===== config.mk =====
export PLATFORM = sky130hd
export DESIGN_NAME = pba_slave_arb
export DESIGN_NICKNAME = d
export VERILOG_FILES = /design/src/hdl/pba_pkg.sv /design/src/hdl/pba_slave_arb.sv
export VERILOG_INCLUDE_DIRS = /design/src /design/src/hdl
export SDC_FILE = /design/constraint.sdc
export NUM_CORES = 1
export LEC_CHECK = 0
export BUFFER_PORTS_ARGS = -buffer_cell sky130_fd_sc_hd__buf_2
export CAP_MARGIN = 40
export CORE_ASPECT_RATIO = 1.5
export CORE_MARGIN = 5
export CORE_UTILIZATION = 33
export CTS_CLUSTER_SIZE = 10
export DETAILED_ROUTE_END_ITERATION = 16
export HOLD_SLACK_MARGIN = 0.15
export PLACE_DENSITY_LB_ADDON = 0.08
export SLEW_MARGIN = 20
export SYNTH_ARGS = -nofsm -noshare
export SYNTH_HDL_FRONTEND = slang
export SYNTH_SLANG_ARGS = --single-unit

===== constraint.sdc =====
create_clock -name aclk -period 5.98 [get_ports aclk]
set_clock_uncertainty 0.2 [all_clocks]
set_input_delay 0 -clock aclk [delete_from_list [all_inputs] [get_ports aclk]]
set_output_delay 0 -clock aclk [all_outputs]
set_load 0.02 [all_outputs]

===== src/hdl/pba_cfg.svh =====
// Offsets, field positions, reset values and counts of the bus slave and arbiter
`ifndef PBA_CFG_SVH
`define PBA_CFG_SVH
`define PBA_OFF_GEN_CTRL   4'h0
`define PBA_OFF_ARB_CTRL   4'h4
`define PBA_OFF_STATUS     4'h8
`define PBA_GEN_DATA_PARITY_ENABLE      0
`define PBA_GEN_ODD        1
`define PBA_GEN_ERROR_ACK_ENABLE     2
`define PBA_GEN_RESET      3'h0
`define PBA_ARB_EN_LSB     0
`define PBA_ARB_PRI_LSB    4
`define PBA_ARB_PARK_FIXED 8
`define PBA_ARB_PARK_LSB   9
`define PBA_ARB_RESET      11'h00f
`define PBA_ERR_ADDR_PAR   0
`define PBA_ERR_DATA_PAR   1
`define PBA_ERR_ILLEGAL    2
`define PBA_RETRY_WIN      2
`define PBA_BEATS_BURST    3'h4
`define PBA_RESP_OKAY      2'h0
`define PBA_RESP_SLVERR    2'h2
`endif


===== src/hdl/pba_pkg.sv =====
// Types shared by the processor bus slave and arbiter
package pba_pkg;
    typedef enum logic [1:0] {
        PBA_IDLE,
        PBA_WAIT,
        PBA_BEATS
    } pba_tstate_t;
endpackage : pba_pkg


===== src/hdl/pba_slave_arb.sv =====
// Processor bus slave termination, data parity and four-master arbiter with AXI4-Lite registers
//
// The AXI4-Lite interface to the registers and the placing of the registers are this design's own decisions.
`include "pba_cfg.svh"

module pba_slave_arb #(
    parameter int RETRY_WIN = `PBA_RETRY_WIN
) (
    input  wire logic        aclk,
    input  wire logic        aresetn,
    input  wire logic [3:0]  s_axi_awaddr,
    input  wire logic        s_axi_awvalid,
    output logic             s_axi_awready,
    input  wire logic [31:0] s_axi_wdata,
    input  wire logic [3:0]  s_axi_wstrb,
    input  wire logic        s_axi_wvalid,
    output logic             s_axi_wready,
    output logic [1:0]       s_axi_bresp,
    output logic             s_axi_bvalid,
    input  wire logic        s_axi_bready,
    input  wire logic [3:0]  s_axi_araddr,
    input  wire logic        s_axi_arvalid,
    output logic             s_axi_arready,
    output logic [31:0]      s_axi_rdata,
    output logic [1:0]       s_axi_rresp,
    output logic             s_axi_rvalid,
    input  wire logic        s_axi_rready,
    input  wire logic        xfer_start_n,
    input  wire logic [4:0]  xfer_type,
    input  wire logic [3:0]  xfer_size,
    input  wire logic        xfer_burst_n,
    input  wire logic        slave_select,
    input  wire logic        xfer_is_write,
    input  wire logic        narrow_image,
    input  wire logic        retry_request,
    input  wire logic        addr_parity_bad,
    input  wire logic [63:0] proc_data_lines,
    input  wire logic [7:0]  byte_parity_lines,
    input  wire logic [63:0] rd_buf_data,
    input  wire logic [3:0]  master_request_n,
    output logic [3:0]       master_grant_n,
    output logic [3:0]       data_grant_n,
    output logic             xfer_ack_n,
    output logic             beat_valid_n,
    output logic             xfer_err_ack_n,
    output logic             addr_retry_n,
    output logic [63:0]      data_out,
    output logic             data_oe,
    output logic [7:0]       byte_parity_out,
    output logic             rd_beat_taken,
    output logic [63:0]      wr_fwd_data,
    output logic             wr_fwd_valid
);
    // Window must hold at least two idle cycles and fit the 3-bit counter
    if (RETRY_WIN < 2 || RETRY_WIN > 7) begin : g_bad_win
        $error("RETRY_WIN out of range");
    end

    typedef struct packed {
        logic                 awready;
        logic                 wready;
        logic                 bvalid;
        logic [1:0]           bresp;
        logic                 arready;
        logic                 rvalid;
        logic [1:0]           rresp;
        logic [31:0]          rdata;
        logic                 aw_full;
        logic [3:0]           aw_addr;
        logic                 w_full;
        logic [31:0]          w_data;
        logic [3:0]           w_strb;
        logic [2:0]           gen_ctrl;
        logic [10:0]          arb_ctrl;
        logic [2:0]           err;
        pba_pkg::pba_tstate_t tstate;
        logic [2:0]           cnt;
        logic [2:0]           beats_left;
        logic                 is_write;
        logic                 is_ext;
        logic                 is_bad;
        logic                 retry;
        logic                 ta_n;
        logic                 dval_n;
        logic                 tea_n;
        logic                 artry_n;
        logic [63:0]          dout;
        logic                 doe;
        logic [7:0]           pout;
        logic                 rd_taken;
        logic [63:0]          wdat;
        logic                 wval;
        logic [1:0]           owner;
        logic [3:0]           gnt_n;
        logic [3:0]           dgnt_n;
    } pba_state_t;

    pba_state_t s;
    pba_state_t next_s;

    function automatic logic [7:0] lane_parity(input logic [63:0] d, input logic odd);
        logic [7:0] p;
        p = '0;
        for (int i = 0; i < 8; i++) begin
            p[i] = (^d[8*i +: 8]) ^ odd;
        end
        return p;
    endfunction : lane_parity

    // Round robin: first candidate after the current owner
    function automatic logic [1:0] rr_pick(input logic [3:0] cand, input logic [1:0] from);
        logic [1:0] idx;
        logic [1:0] pick;
        logic       found;
        pick  = from;
        found = 1'b0;
        for (int i = 1; i <= 4; i++) begin
            idx = from + i[1:0];
            if (!found && cand[idx]) begin
                pick  = idx;
                found = 1'b1;
            end
        end
        return pick;
    endfunction : rr_pick

    function automatic logic [31:0] merge(input logic [31:0] old, input logic [31:0] nw,
                                          input logic [3:0] strb);
        logic [31:0] r;
        r = old;
        for (int i = 0; i < 4; i++) begin
            if (strb[i]) begin
                r[8*i +: 8] = nw[8*i +: 8];
            end
        end
        return r;
    endfunction : merge

    logic [3:0] elig;
    logic [3:0] hi;
    logic [3:0] cand;
    logic       ts;
    logic [2:0] beats;
    logic       ext;
    logic       wide;
    logic       wbeat;
    logic       ar_hit;
    logic       go_beat;
    logic [31:0] mrg;

    always_comb begin
        next_s = s;
        next_s.bresp = s.bresp;
        ts    = !xfer_start_n;
        ext   = xfer_burst_n && xfer_size[3];
        beats = !xfer_burst_n ? `PBA_BEATS_BURST : (ext ? (xfer_size[2:0] == 3'h1 ? 3'h2 : 3'h3) : 3'h1);
        wide  = !xfer_burst_n || xfer_size[3] || xfer_size[2:0] == 3'h0 || xfer_size[2:0] > 3'h4;
        elig  = ~master_request_n & s.arb_ctrl[`PBA_ARB_EN_LSB +: 4];
        hi    = elig & s.arb_ctrl[`PBA_ARB_PRI_LSB +: 4];
        cand  = (|hi) ? hi : elig;
        wbeat = s.is_write && (!s.ta_n || !s.dval_n) && s.artry_n;
        ar_hit = 1'b0;
        go_beat = 1'b0;
        mrg    = '0;

        // AXI4-Lite write: address and data accepted in either order
        if (s_axi_awvalid && s.awready) begin
            next_s.aw_full = 1'b1;
            next_s.aw_addr = s_axi_awaddr;
        end
        if (s_axi_wvalid && s.wready) begin
            next_s.w_full = 1'b1;
            next_s.w_data = s_axi_wdata;
            next_s.w_strb = s_axi_wstrb;
        end
        if (s.bvalid && s_axi_bready) begin
            next_s.bvalid = 1'b0;
        end
        if (s.aw_full && s.w_full && !s.bvalid) begin
            next_s.aw_full = 1'b0;
            next_s.w_full  = 1'b0;
            next_s.bvalid  = 1'b1;
            next_s.bresp   = `PBA_RESP_OKAY;
            case (s.aw_addr)
                `PBA_OFF_GEN_CTRL: begin
                    mrg             = merge({29'h0, s.gen_ctrl}, s.w_data, s.w_strb);
                    next_s.gen_ctrl = mrg[2:0];
                end
                `PBA_OFF_ARB_CTRL: begin
                    mrg             = merge({21'h0, s.arb_ctrl}, s.w_data, s.w_strb);
                    next_s.arb_ctrl = mrg[10:0];
                end
                `PBA_OFF_STATUS:   next_s.err = s.err & ~(s.w_data[2:0] & {3{s.w_strb[0]}});
                default:           next_s.bresp = `PBA_RESP_SLVERR;
            endcase
        end
        next_s.awready = !next_s.aw_full && !next_s.bvalid;
        next_s.wready  = !next_s.w_full && !next_s.bvalid;

        // AXI4-Lite read
        if (s.rvalid && s_axi_rready) begin
            next_s.rvalid = 1'b0;
        end
        if (s_axi_arvalid && s.arready) begin
            ar_hit        = 1'b1;
            next_s.rvalid = 1'b1;
            next_s.rresp  = `PBA_RESP_OKAY;
            case (s_axi_araddr)
                `PBA_OFF_GEN_CTRL: next_s.rdata = {29'h0, s.gen_ctrl};
                `PBA_OFF_ARB_CTRL: next_s.rdata = {21'h0, s.arb_ctrl};
                `PBA_OFF_STATUS:   next_s.rdata = {26'h0, s.owner, 1'b0, s.err};
                default: begin
                    next_s.rdata = 32'h0;
                    next_s.rresp = `PBA_RESP_SLVERR;
                end
            endcase
        end
        next_s.arready = !next_s.rvalid && !ar_hit;

        // Terminations and data are one-cycle pulses unless reissued
        next_s.ta_n     = 1'b1;
        next_s.dval_n   = 1'b1;
        next_s.tea_n    = 1'b1;
        next_s.artry_n  = 1'b1;
        next_s.doe      = 1'b0;
        next_s.rd_taken = 1'b0;
        next_s.wval     = 1'b0;

        // Write capture is independent of the read buffer and of parity outcome
        if (wbeat) begin
            next_s.wdat = proc_data_lines;
            next_s.wval = 1'b1;
            if (s.gen_ctrl[`PBA_GEN_DATA_PARITY_ENABLE] &&
                byte_parity_lines != lane_parity(proc_data_lines, s.gen_ctrl[`PBA_GEN_ODD])) begin
                next_s.err[`PBA_ERR_DATA_PAR] = 1'b1;
            end
        end

        case (s.tstate)
            pba_pkg::PBA_IDLE: begin
                if (ts && slave_select) begin
                    next_s.tstate   = pba_pkg::PBA_WAIT;
                    next_s.cnt      = 3'(RETRY_WIN - 1);
                    next_s.is_write = xfer_is_write;
                    next_s.is_ext   = ext;
                    next_s.is_bad   = narrow_image && wide;
                    next_s.retry    = retry_request;
                    next_s.beats_left = beats;
                    if (addr_parity_bad) begin
                        next_s.err[`PBA_ERR_ADDR_PAR] = 1'b1;
                    end
                    if (narrow_image && wide) begin
                        next_s.err[`PBA_ERR_ILLEGAL] = 1'b1;
                    end
                end
            end
            pba_pkg::PBA_WAIT: begin
                // Hold every termination until the retry window is over
                next_s.cnt = s.cnt - 3'h1;
                if (s.cnt == 3'h0) begin
                    if (s.retry) begin
                        next_s.artry_n = 1'b0;
                        next_s.tstate  = pba_pkg::PBA_IDLE;
                    end else if (s.is_bad && s.gen_ctrl[`PBA_GEN_ERROR_ACK_ENABLE]) begin
                        next_s.tea_n  = 1'b0;
                        next_s.tstate = pba_pkg::PBA_IDLE;
                    end else begin
                        // First beat shares the cycle a retry would have used
                        next_s.tstate = pba_pkg::PBA_BEATS;
                        go_beat       = 1'b1;
                    end
                end
            end
            pba_pkg::PBA_BEATS: begin
                go_beat = 1'b1;
            end
            default: next_s.tstate = pba_pkg::PBA_IDLE;
        endcase

        if (go_beat) begin
                // Beats run back to back; the back end must keep pace
                next_s.beats_left = s.beats_left - 3'h1;
                if (s.is_ext) begin
                    next_s.dval_n = 1'b0;
                    next_s.ta_n   = (s.beats_left != 3'h1);
                end else begin
                    next_s.ta_n = 1'b0;
                end
                if (!s.is_write) begin
                    next_s.dout     = rd_buf_data;
                    next_s.pout     = lane_parity(rd_buf_data, s.gen_ctrl[`PBA_GEN_ODD]);
                    next_s.doe      = 1'b1;
                    next_s.rd_taken = 1'b1;
                end
                if (s.beats_left == 3'h1) begin
                    next_s.tstate = pba_pkg::PBA_IDLE;
                end
        end

        // Data grant: one cycle after start, taken as qualified at that edge
        next_s.dgnt_n = 4'hf;
        if (ts && xfer_type[3]) begin
            next_s.dgnt_n = ~(4'h1 << s.owner);
        end

        // Address bus grant; busy lines are not watched
        if (ts || !elig[s.owner]) begin
            if (|cand) begin
                next_s.owner = rr_pick(cand, s.owner);
            end else if (s.arb_ctrl[`PBA_ARB_PARK_FIXED]) begin
                next_s.owner = s.arb_ctrl[`PBA_ARB_PARK_LSB +: 2];
            end
        end
        next_s.gnt_n = ~((4'h1 << next_s.owner) & next_s.arb_ctrl[`PBA_ARB_EN_LSB +: 4]);
    end

    always_ff @(posedge aclk) begin
        if (!aresetn) begin
            s          <= '0;
            s.gen_ctrl <= `PBA_GEN_RESET;
            s.arb_ctrl <= `PBA_ARB_RESET;
            s.tstate   <= pba_pkg::PBA_IDLE;
            s.ta_n     <= 1'b1;
            s.dval_n   <= 1'b1;
            s.tea_n    <= 1'b1;
            s.artry_n  <= 1'b1;
            s.gnt_n    <= 4'hf;
            s.dgnt_n   <= 4'hf;
        end else begin
            s <= next_s;
        end
    end

    assign s_axi_awready   = s.awready;
    assign s_axi_wready    = s.wready;
    assign s_axi_bvalid    = s.bvalid;
    assign s_axi_bresp     = s.bresp;
    assign s_axi_arready   = s.arready;
    assign s_axi_rvalid    = s.rvalid;
    assign s_axi_rresp     = s.rresp;
    assign s_axi_rdata     = s.rdata;
    assign master_grant_n  = s.gnt_n;
    assign data_grant_n    = s.dgnt_n;
    assign xfer_ack_n      = s.ta_n;
    assign beat_valid_n    = s.dval_n;
    assign xfer_err_ack_n  = s.tea_n;
    assign addr_retry_n    = s.artry_n;
    assign data_out        = s.dout;
    assign data_oe         = s.doe;
    assign byte_parity_out = s.pout;
    assign rd_beat_taken   = s.rd_taken;
    assign wr_fwd_data     = s.wdat;
    assign wr_fwd_valid    = s.wval;
endmodule : pba_slave_arb

==> results.md, run 1 <==
- CTS tree: built
- Dpl hpwl: 23700 um
- Startpoint Class: flop
- Fin. max-slew vios: 0
- Largest net degree at the start of global routing: 74
- GRT Util Overall: 18.5%
- Async set or reset register ratio after synthesis: 0%
- PD cells: 245 mW/mm^2
- Reg2reg start: s[164]
- Die extent in x: 158 um
- Number of synthesized register bits: 218
- Synthesis-to-layout area growth: 50.0%
- Tightest Pin Transition: 0.846 ns
- Setup CP Type: reg2reg
- Number of detailed-route iterations in the first pass: 4
- CP Capture Type: flop
- WL per Instance: 15.4 um
- R2r endpoint: data_out[15]
- Setup Viol. Count Final: 0
- CP required: 6.19 ns
- Vias/cell: 4.52
- Final hold vios: 0
- Clock-pin slew on the worst setup and hold paths: 0.05 ns
- Initial antenna violation count: 2
- Crit path to: data_out[15]
- Slew margin rel.: 43.6%
- FF-to-FF path depth: 10
- Leakage power: 6.81 nW
- Synth top cells by count: nand2_1, dfxtp_1, buf_4, a21oi_1, xnor2_1
- Cts bufs inserted: 26
- Number of fill cells: 3209
- Inst Count DP: 1890
- Yosys top cell by area: dfxtp_1
- MaxCap Viol Count: 0
- Core area: 0.0325 sq mm
- Syn Inst Count: 1342
- Ys Warns: 0
- Residual DRC: 0
- Clk sinks: 218
- Post-CTS setup buffers: 0
- Multi-input gate area: 0.00491 sq mm
- Number of diodes: 0
- Synthesized cell area: 0.0108 sq mm
- Final Util: 50.0%
- Share of cells above drive strength 1: 21.3%
- Die area: 0.0367 sq mm
- Setup TNS: 0 ns
- Mapped Avg Cell Area: 8.08 sq um
- Area contributors post-synth: dfxtp_1, buf_4, nand2_1
- Vias after detailed routing: 10500
- Clock Tree Root: clkbuf_16
- CP Launch Point: s[164]
- Setup slack, reg-to-reg: 2.49 ns
- Fin crit share: 58.4%
- Initial Util: 33.3%
- RSZ-0062 raised after global routing: false
- Status: complete, no violations
- Row cnt: 81
- Clock Tree Buf Depth: 3
- First-pass GRT wire length: 54800 um
- Htree depth: 1
- Register area: 0.00436 sq mm
- Vias in the first global route: 10800
- Hold Crit Class: in2reg
- Clock Latency Late Sink: 0.53 ns
- F_max: 0.286 GHz
- Prevailing post-synth register cell: dfxtp_1
- Nets: 2107
- Hold slack: 0.155 ns
- VDD IR-drop max: 203 uV
- Gpl congestion: 0.864
- Crit path DAT: 3.70 ns
- I/O pin count: 399
- Finished Layout Cells: 2312
- DRT Wirelength: 35700 um
- EDFF count, synth: 0
- Total gr overflow: 0
- Most common cell in the synthesized netlist: nand2_1
- Min cycle time layout: 3.49 ns
- Crit Path Max Fanout: 73
- Port bufs: 348
- Die Y-Extent: 232 um
- Initial drt markers: 365
- Unique cell type count in the Yosys netlist: 58
- Routed Antenna Nets: 0
- Synth top area share: 40.2%
- Sequential area share after synthesis: 40.2%
logic make-up (layout without fill, tap and decap cells):
group / after synthesis / after routing / share of synthesized area, %
muxes: 21 / 21 / 2.06
and+or+nand+nor: 464 / 464 / 18.3
AOI/OAI and AO/OA: 228 / 228 / 11.6
xor gates and xnor gates: 136 / 136 / 11.0
DFF: 218 / 218 / 40.2
buffers and inverters: 262 / 795 / 15.4
adders and majority gates: 12 / 12 / 1.38
other: 1 / 23 / 0.0346
critical path, stage by stage, from the launching register on:
cell and delay, ns:
dfxtp_1 0.33, inv_1 0.08, ha_1 0.21, nor3b_1 0.41, a21oi_1 0.18, nor2b_1 0.61, nand2b_2 0.08, buf_4 0.38
nand2_1 0.17, a21oi_1 0.07, dlygate4sd3_1 0.58
cell type report:
type	count	share of cell area [%]
multi-input combinational	884	30.2
timing repair buffer	742	34.9
inverter	16	0.400
clock buffer	37	4.51
tap	415	3.19
sequential	218	26.8
where the power goes:
group / switching (mW) / internal, mW / total, mW
Sequential: 0.0576 / 1.53 / 1.59
Clock: 0.595 / 0.833 / 1.43
Combinational: 0.491 / 0.476 / 0.967
Total: 1.14 / 2.84 / 3.98
how the worst min path moves through the flow:
stage | from | end | depth (start not counted)
2_1_floorplan | xfer_start_n | data_grant_n[2] | 2
3_3_place_gp | s_axi_wdata[8] | s[194] | 3
3_5_place_dp | s_axi_wdata[6] | s[192] | 3
4_1_cts | byte_parity_lines[2] | s[166] | 8
5_1_grt | byte_parity_lines[0] | s[166] | 8
6_report | byte_parity_lines[3] | s[166] | 8
state kept, by name, summed over array words and instances, names as in the netlist, 4 cells and up:
| signal | flops |
|---|---|
| data_grant_n | 4 |
| wr_fwd_data | 64 |
| data_out | 64 |
| s_axi_rdata | 11 |
| s | 50 |
| master_grant_n | 4 |
| byte_parity_out | 8 |
repair_timing:
item / CTS / global route
endpoints found under the hold margin: 204 / 0
hold buffers: 384 / 0
resized for setup: 0 / 0
endpoints found under the setup margin: 0 / 0
metal layers:
metal  part of all wire, %  track usage (%)  routed length (um)  vias up
met5                 0.073                0                  26        -
met2                    54             35.1               19100      287
met4                   3.0             6.38                1060        4
li1                      -                -                   -     5241
met1                    37             19.5               13100     4846
met3                   6.6             4.55                2340       72
through the flow:
stage               instance area (sq um)  power (mW)  setup slack (ns)
detailed placement                  11700        2.39              2.80
floorplan                           10900        2.21              3.28
finish                              16300        3.98              2.49
global route                        16300        4.20              2.20
global placement                    11700        2.38              2.80
CTS                                 16300        4.04              2.25
cell usage in the layout, fill, tap and decap left out, types with 3 or more instances in the layout:
cell type | synthesis | routed
xor2_1 | 16 | 16
o211ai_1 | 4 | 4
and3_1 | 6 | 5
dlygate4sd3_1 | 0 | 384
buf_4 | 184 | 7
nor2_1 | 45 | 44
nand4_1 | 4 | 4
a22oi_1 | 13 | 13
a31oi_1 | 3 | 3
nor2b_1 | 9 | 9
nand2b_1 | 8 | 7
nand2_1 | 343 | 343
and2_1 | 3 | 3
dfxtp_1 | 218 | 218
a211oi_1 | 4 | 4
conb_1 | 1 | 23
nand3_1 | 15 | 14
nor3_1 | 7 | 7
o21ai_0 | 10 | 10
a21oi_1 | 176 | 176
buf_2 | 1 | 349
xnor2_1 | 120 | 120
clkbuf_1 | 58 | 8
mux2i_1 | 19 | 19
clkbuf_16 | 0 | 27
ha_1 | 12 | 12
nor3b_1 | 4 | 4
inv_1 | 14 | 14
nand3b_1 | 3 | 3
Power figures use the tool's default switching activity.
==> run 2: changes to the inputs <==
Clock period 5.98 ns to 3.01 ns, I/O delays scaled along.
==> run 2 against run 1 <==
  * Worst hold slack better by 0.051 ns
  * Die area stayed put
  * Highest routed layer unchanged
  * Via count is 0.24% lower
==> results.md, run 2 (synthesis results as in run 1) <==
- Initial antenna violation count: 3
- Clock Tree Buf Depth: 3
- I/O pin count: 399
- Multi-input gate area: 0.00491 sq mm
- Largest net degree at the start of global routing: 74
- Number of fill cells: 3120
- Vias/cell: 4.49
- Vias after detailed routing: 10400
- RSZ-0062 raised after global routing: false
- Tightest Pin Transition: 0.683 ns
- Dpl hpwl: 24500 um
- VDD IR-drop max: 383 uV
- Commonest non-fill, non-tap cell in the layout: dlygate4sd3_1
- Port bufs: 348
- Final Cell Area: 0.0164 sq mm
- WL per Instance: 15.4 um
- Hold Crit Class: reg2reg
- Nets: 2119
- Core area: 0.0325 sq mm
- Clock-pin slew on the worst setup and hold paths: 0.05 ns
- Clock Latency Late Sink: 0.53 ns
- Synthesis-to-layout area growth: 51.1%
- CTS tree: built
- GRT Util Overall: 18.8%
- Total gr overflow: 0
- Register area: 0.00436 sq mm
- Fin. max-slew vios: 0
- Slew margin rel.: 54.4%
- Vias in the first global route: 10800
- Residual DRC: 0
- Row cnt: 81
- Die Y-Extent: 232 um
- Final hold vios: 0
- Initial Util: 33.3%
- CP Capture Type: flop
- Routed Antenna Nets: 0
- First-pass GRT wire length: 55800 um
- Fin crit share: 95.9%
- Leakage power: 6.86 nW
- Buf/Inv on CP: 6
- Top delay family on crit path: buffers and inverters
- CP required: 3.23 ns
- F_max: 0.347 GHz
- Critical path's most frequent cell: dlygate4sd3_1
- Setup Viol. Count Final: 0
- Crit Path Max Fanout: 4
- Share of cells above drive strength 1: 22.2%
- Die extent in x: 158 um
- Dpl cell area: 0.0119 sq mm
- Htree depth: 1
- Initial drt markers: 308
- Die area: 0.0367 sq mm
- Gpl congestion: 0.891
- Status: complete, no violations
- Inst Count DP: 1909
- Setup TNS: 0 ns
- Slowest cell on crit path: dlygate4sd3_1
- PD cells: 485 mW/mm^2
- Crit path DAT: 3.11 ns
- Commonest cells after routing, fill and taps aside: dlygate4sd3_1, buf_2, nand2_1
- Setup CP Type: in2reg
- Startpoint Class: input port
- Clk sinks: 218
- Number of detailed-route iterations in the first pass: 7
- MaxCap Viol Count: 0
- Largest stage delay on the critical path: 0.63 ns
- Post-CTS setup buffers: 0
- DRT Wirelength: 35700 um
- Clock Tree Root: clkbuf_16
- Min cycle time layout: 2.89 ns
- Worst-path cell chain: dlygate4sd3_1 -> buf_2 -> dlygate4sd3_1 -> nand2_1 -> dlygate4sd3_1 -> nor2_1 -> dlygate4sd3_1 -> nand2_1 -> dlygate4sd3_1
- Finished Layout Cells: 2324
- Hold slack: 0.206 ns
- Cts bufs inserted: 26
==> run 2: cell count changes in the layout (fill, tap and decap cells not counted), sizes merged <==
cell / delta
clkinv: +1
dlygate4sd3: -7
buf: +19
clkbuf: -2
diode: +1
==> run 2: report_power, final <==
group          switching, mW  total (mW)  internal [mW]
clock network           1.20        2.82           1.63
logic                   1.01        2.00          0.986
registers             0.0857        3.13           3.05
==> run 2: worst register-to-register path, stage by stage, from the launching register on <==
cell and delay (ns):
dfxtp_1 0.37, buf_6 0.19, xnor2_1 0.16, xnor2_1 0.16, xnor2_1 0.16, nand4_1 0.11
dlygate4sd3_1 0.57, o211ai_1 0.16, dlygate4sd3_1 0.57, nand2_1 0.04
==> run 2: repair_timing <==
action | in CTS | in global routing
hold buffers | 377 | 0
hold endpoints to repair | 204 | 0
setup endpoints to repair | 0 | 3
resized for setup | 0 | 3
==> run 2: path summary, 6_finish.rpt <==
kind           startpoint         endpoint  slack, ns  cells past startpoint
max          xfer_type[3]  data_grant_n[3]       0.12                      9
min                s[155]     beat_valid_n       0.21                      1
max reg2reg        s[180]           s[166]       0.20                      9
min reg2reg        s[155]     beat_valid_n       0.21                      1
==> run 2: routing by layer <==
metal / wire, um / global-route usage, % / part of all wire [%] / vias to the layer above
met1: 13300 / 20.2 / 37 / 4809
met2: 19000 / 35.1 / 53 / 277
li1: - / - / - / 5257
met3: 2190 / 4.53 / 6.1 / 78
met5: 21 / 0 / 0.059 / -
met4: 1180 / 6.46 / 3.3 / 4
==> run 2: final cells by class <==
type	instances	area share, %
repair buffers	754	35.4
multi-input cells	884	30.0
well taps	415	3.17
clock inverters	1	0.0305
diodes	1	0.0153
flip-flops and latches	218	26.6
clock buffers	35	4.37
inverters	16	0.397
==> run 2: stage by stage <==
stage | setup WS, ns | util (%) | power, mW
6_report | 0.125 | 50.4 | 7.95
5_1_grt | 0.0433 | 50.4 | 8.41
4_1_cts | 0.0959 | 50.3 | 8.07
3_5_place_dp | 0.282 | 36.5 | 4.80
3_3_place_gp | 0.306 | 36.5 | 4.80
2_1_floorplan | 0.306 | - | 4.39
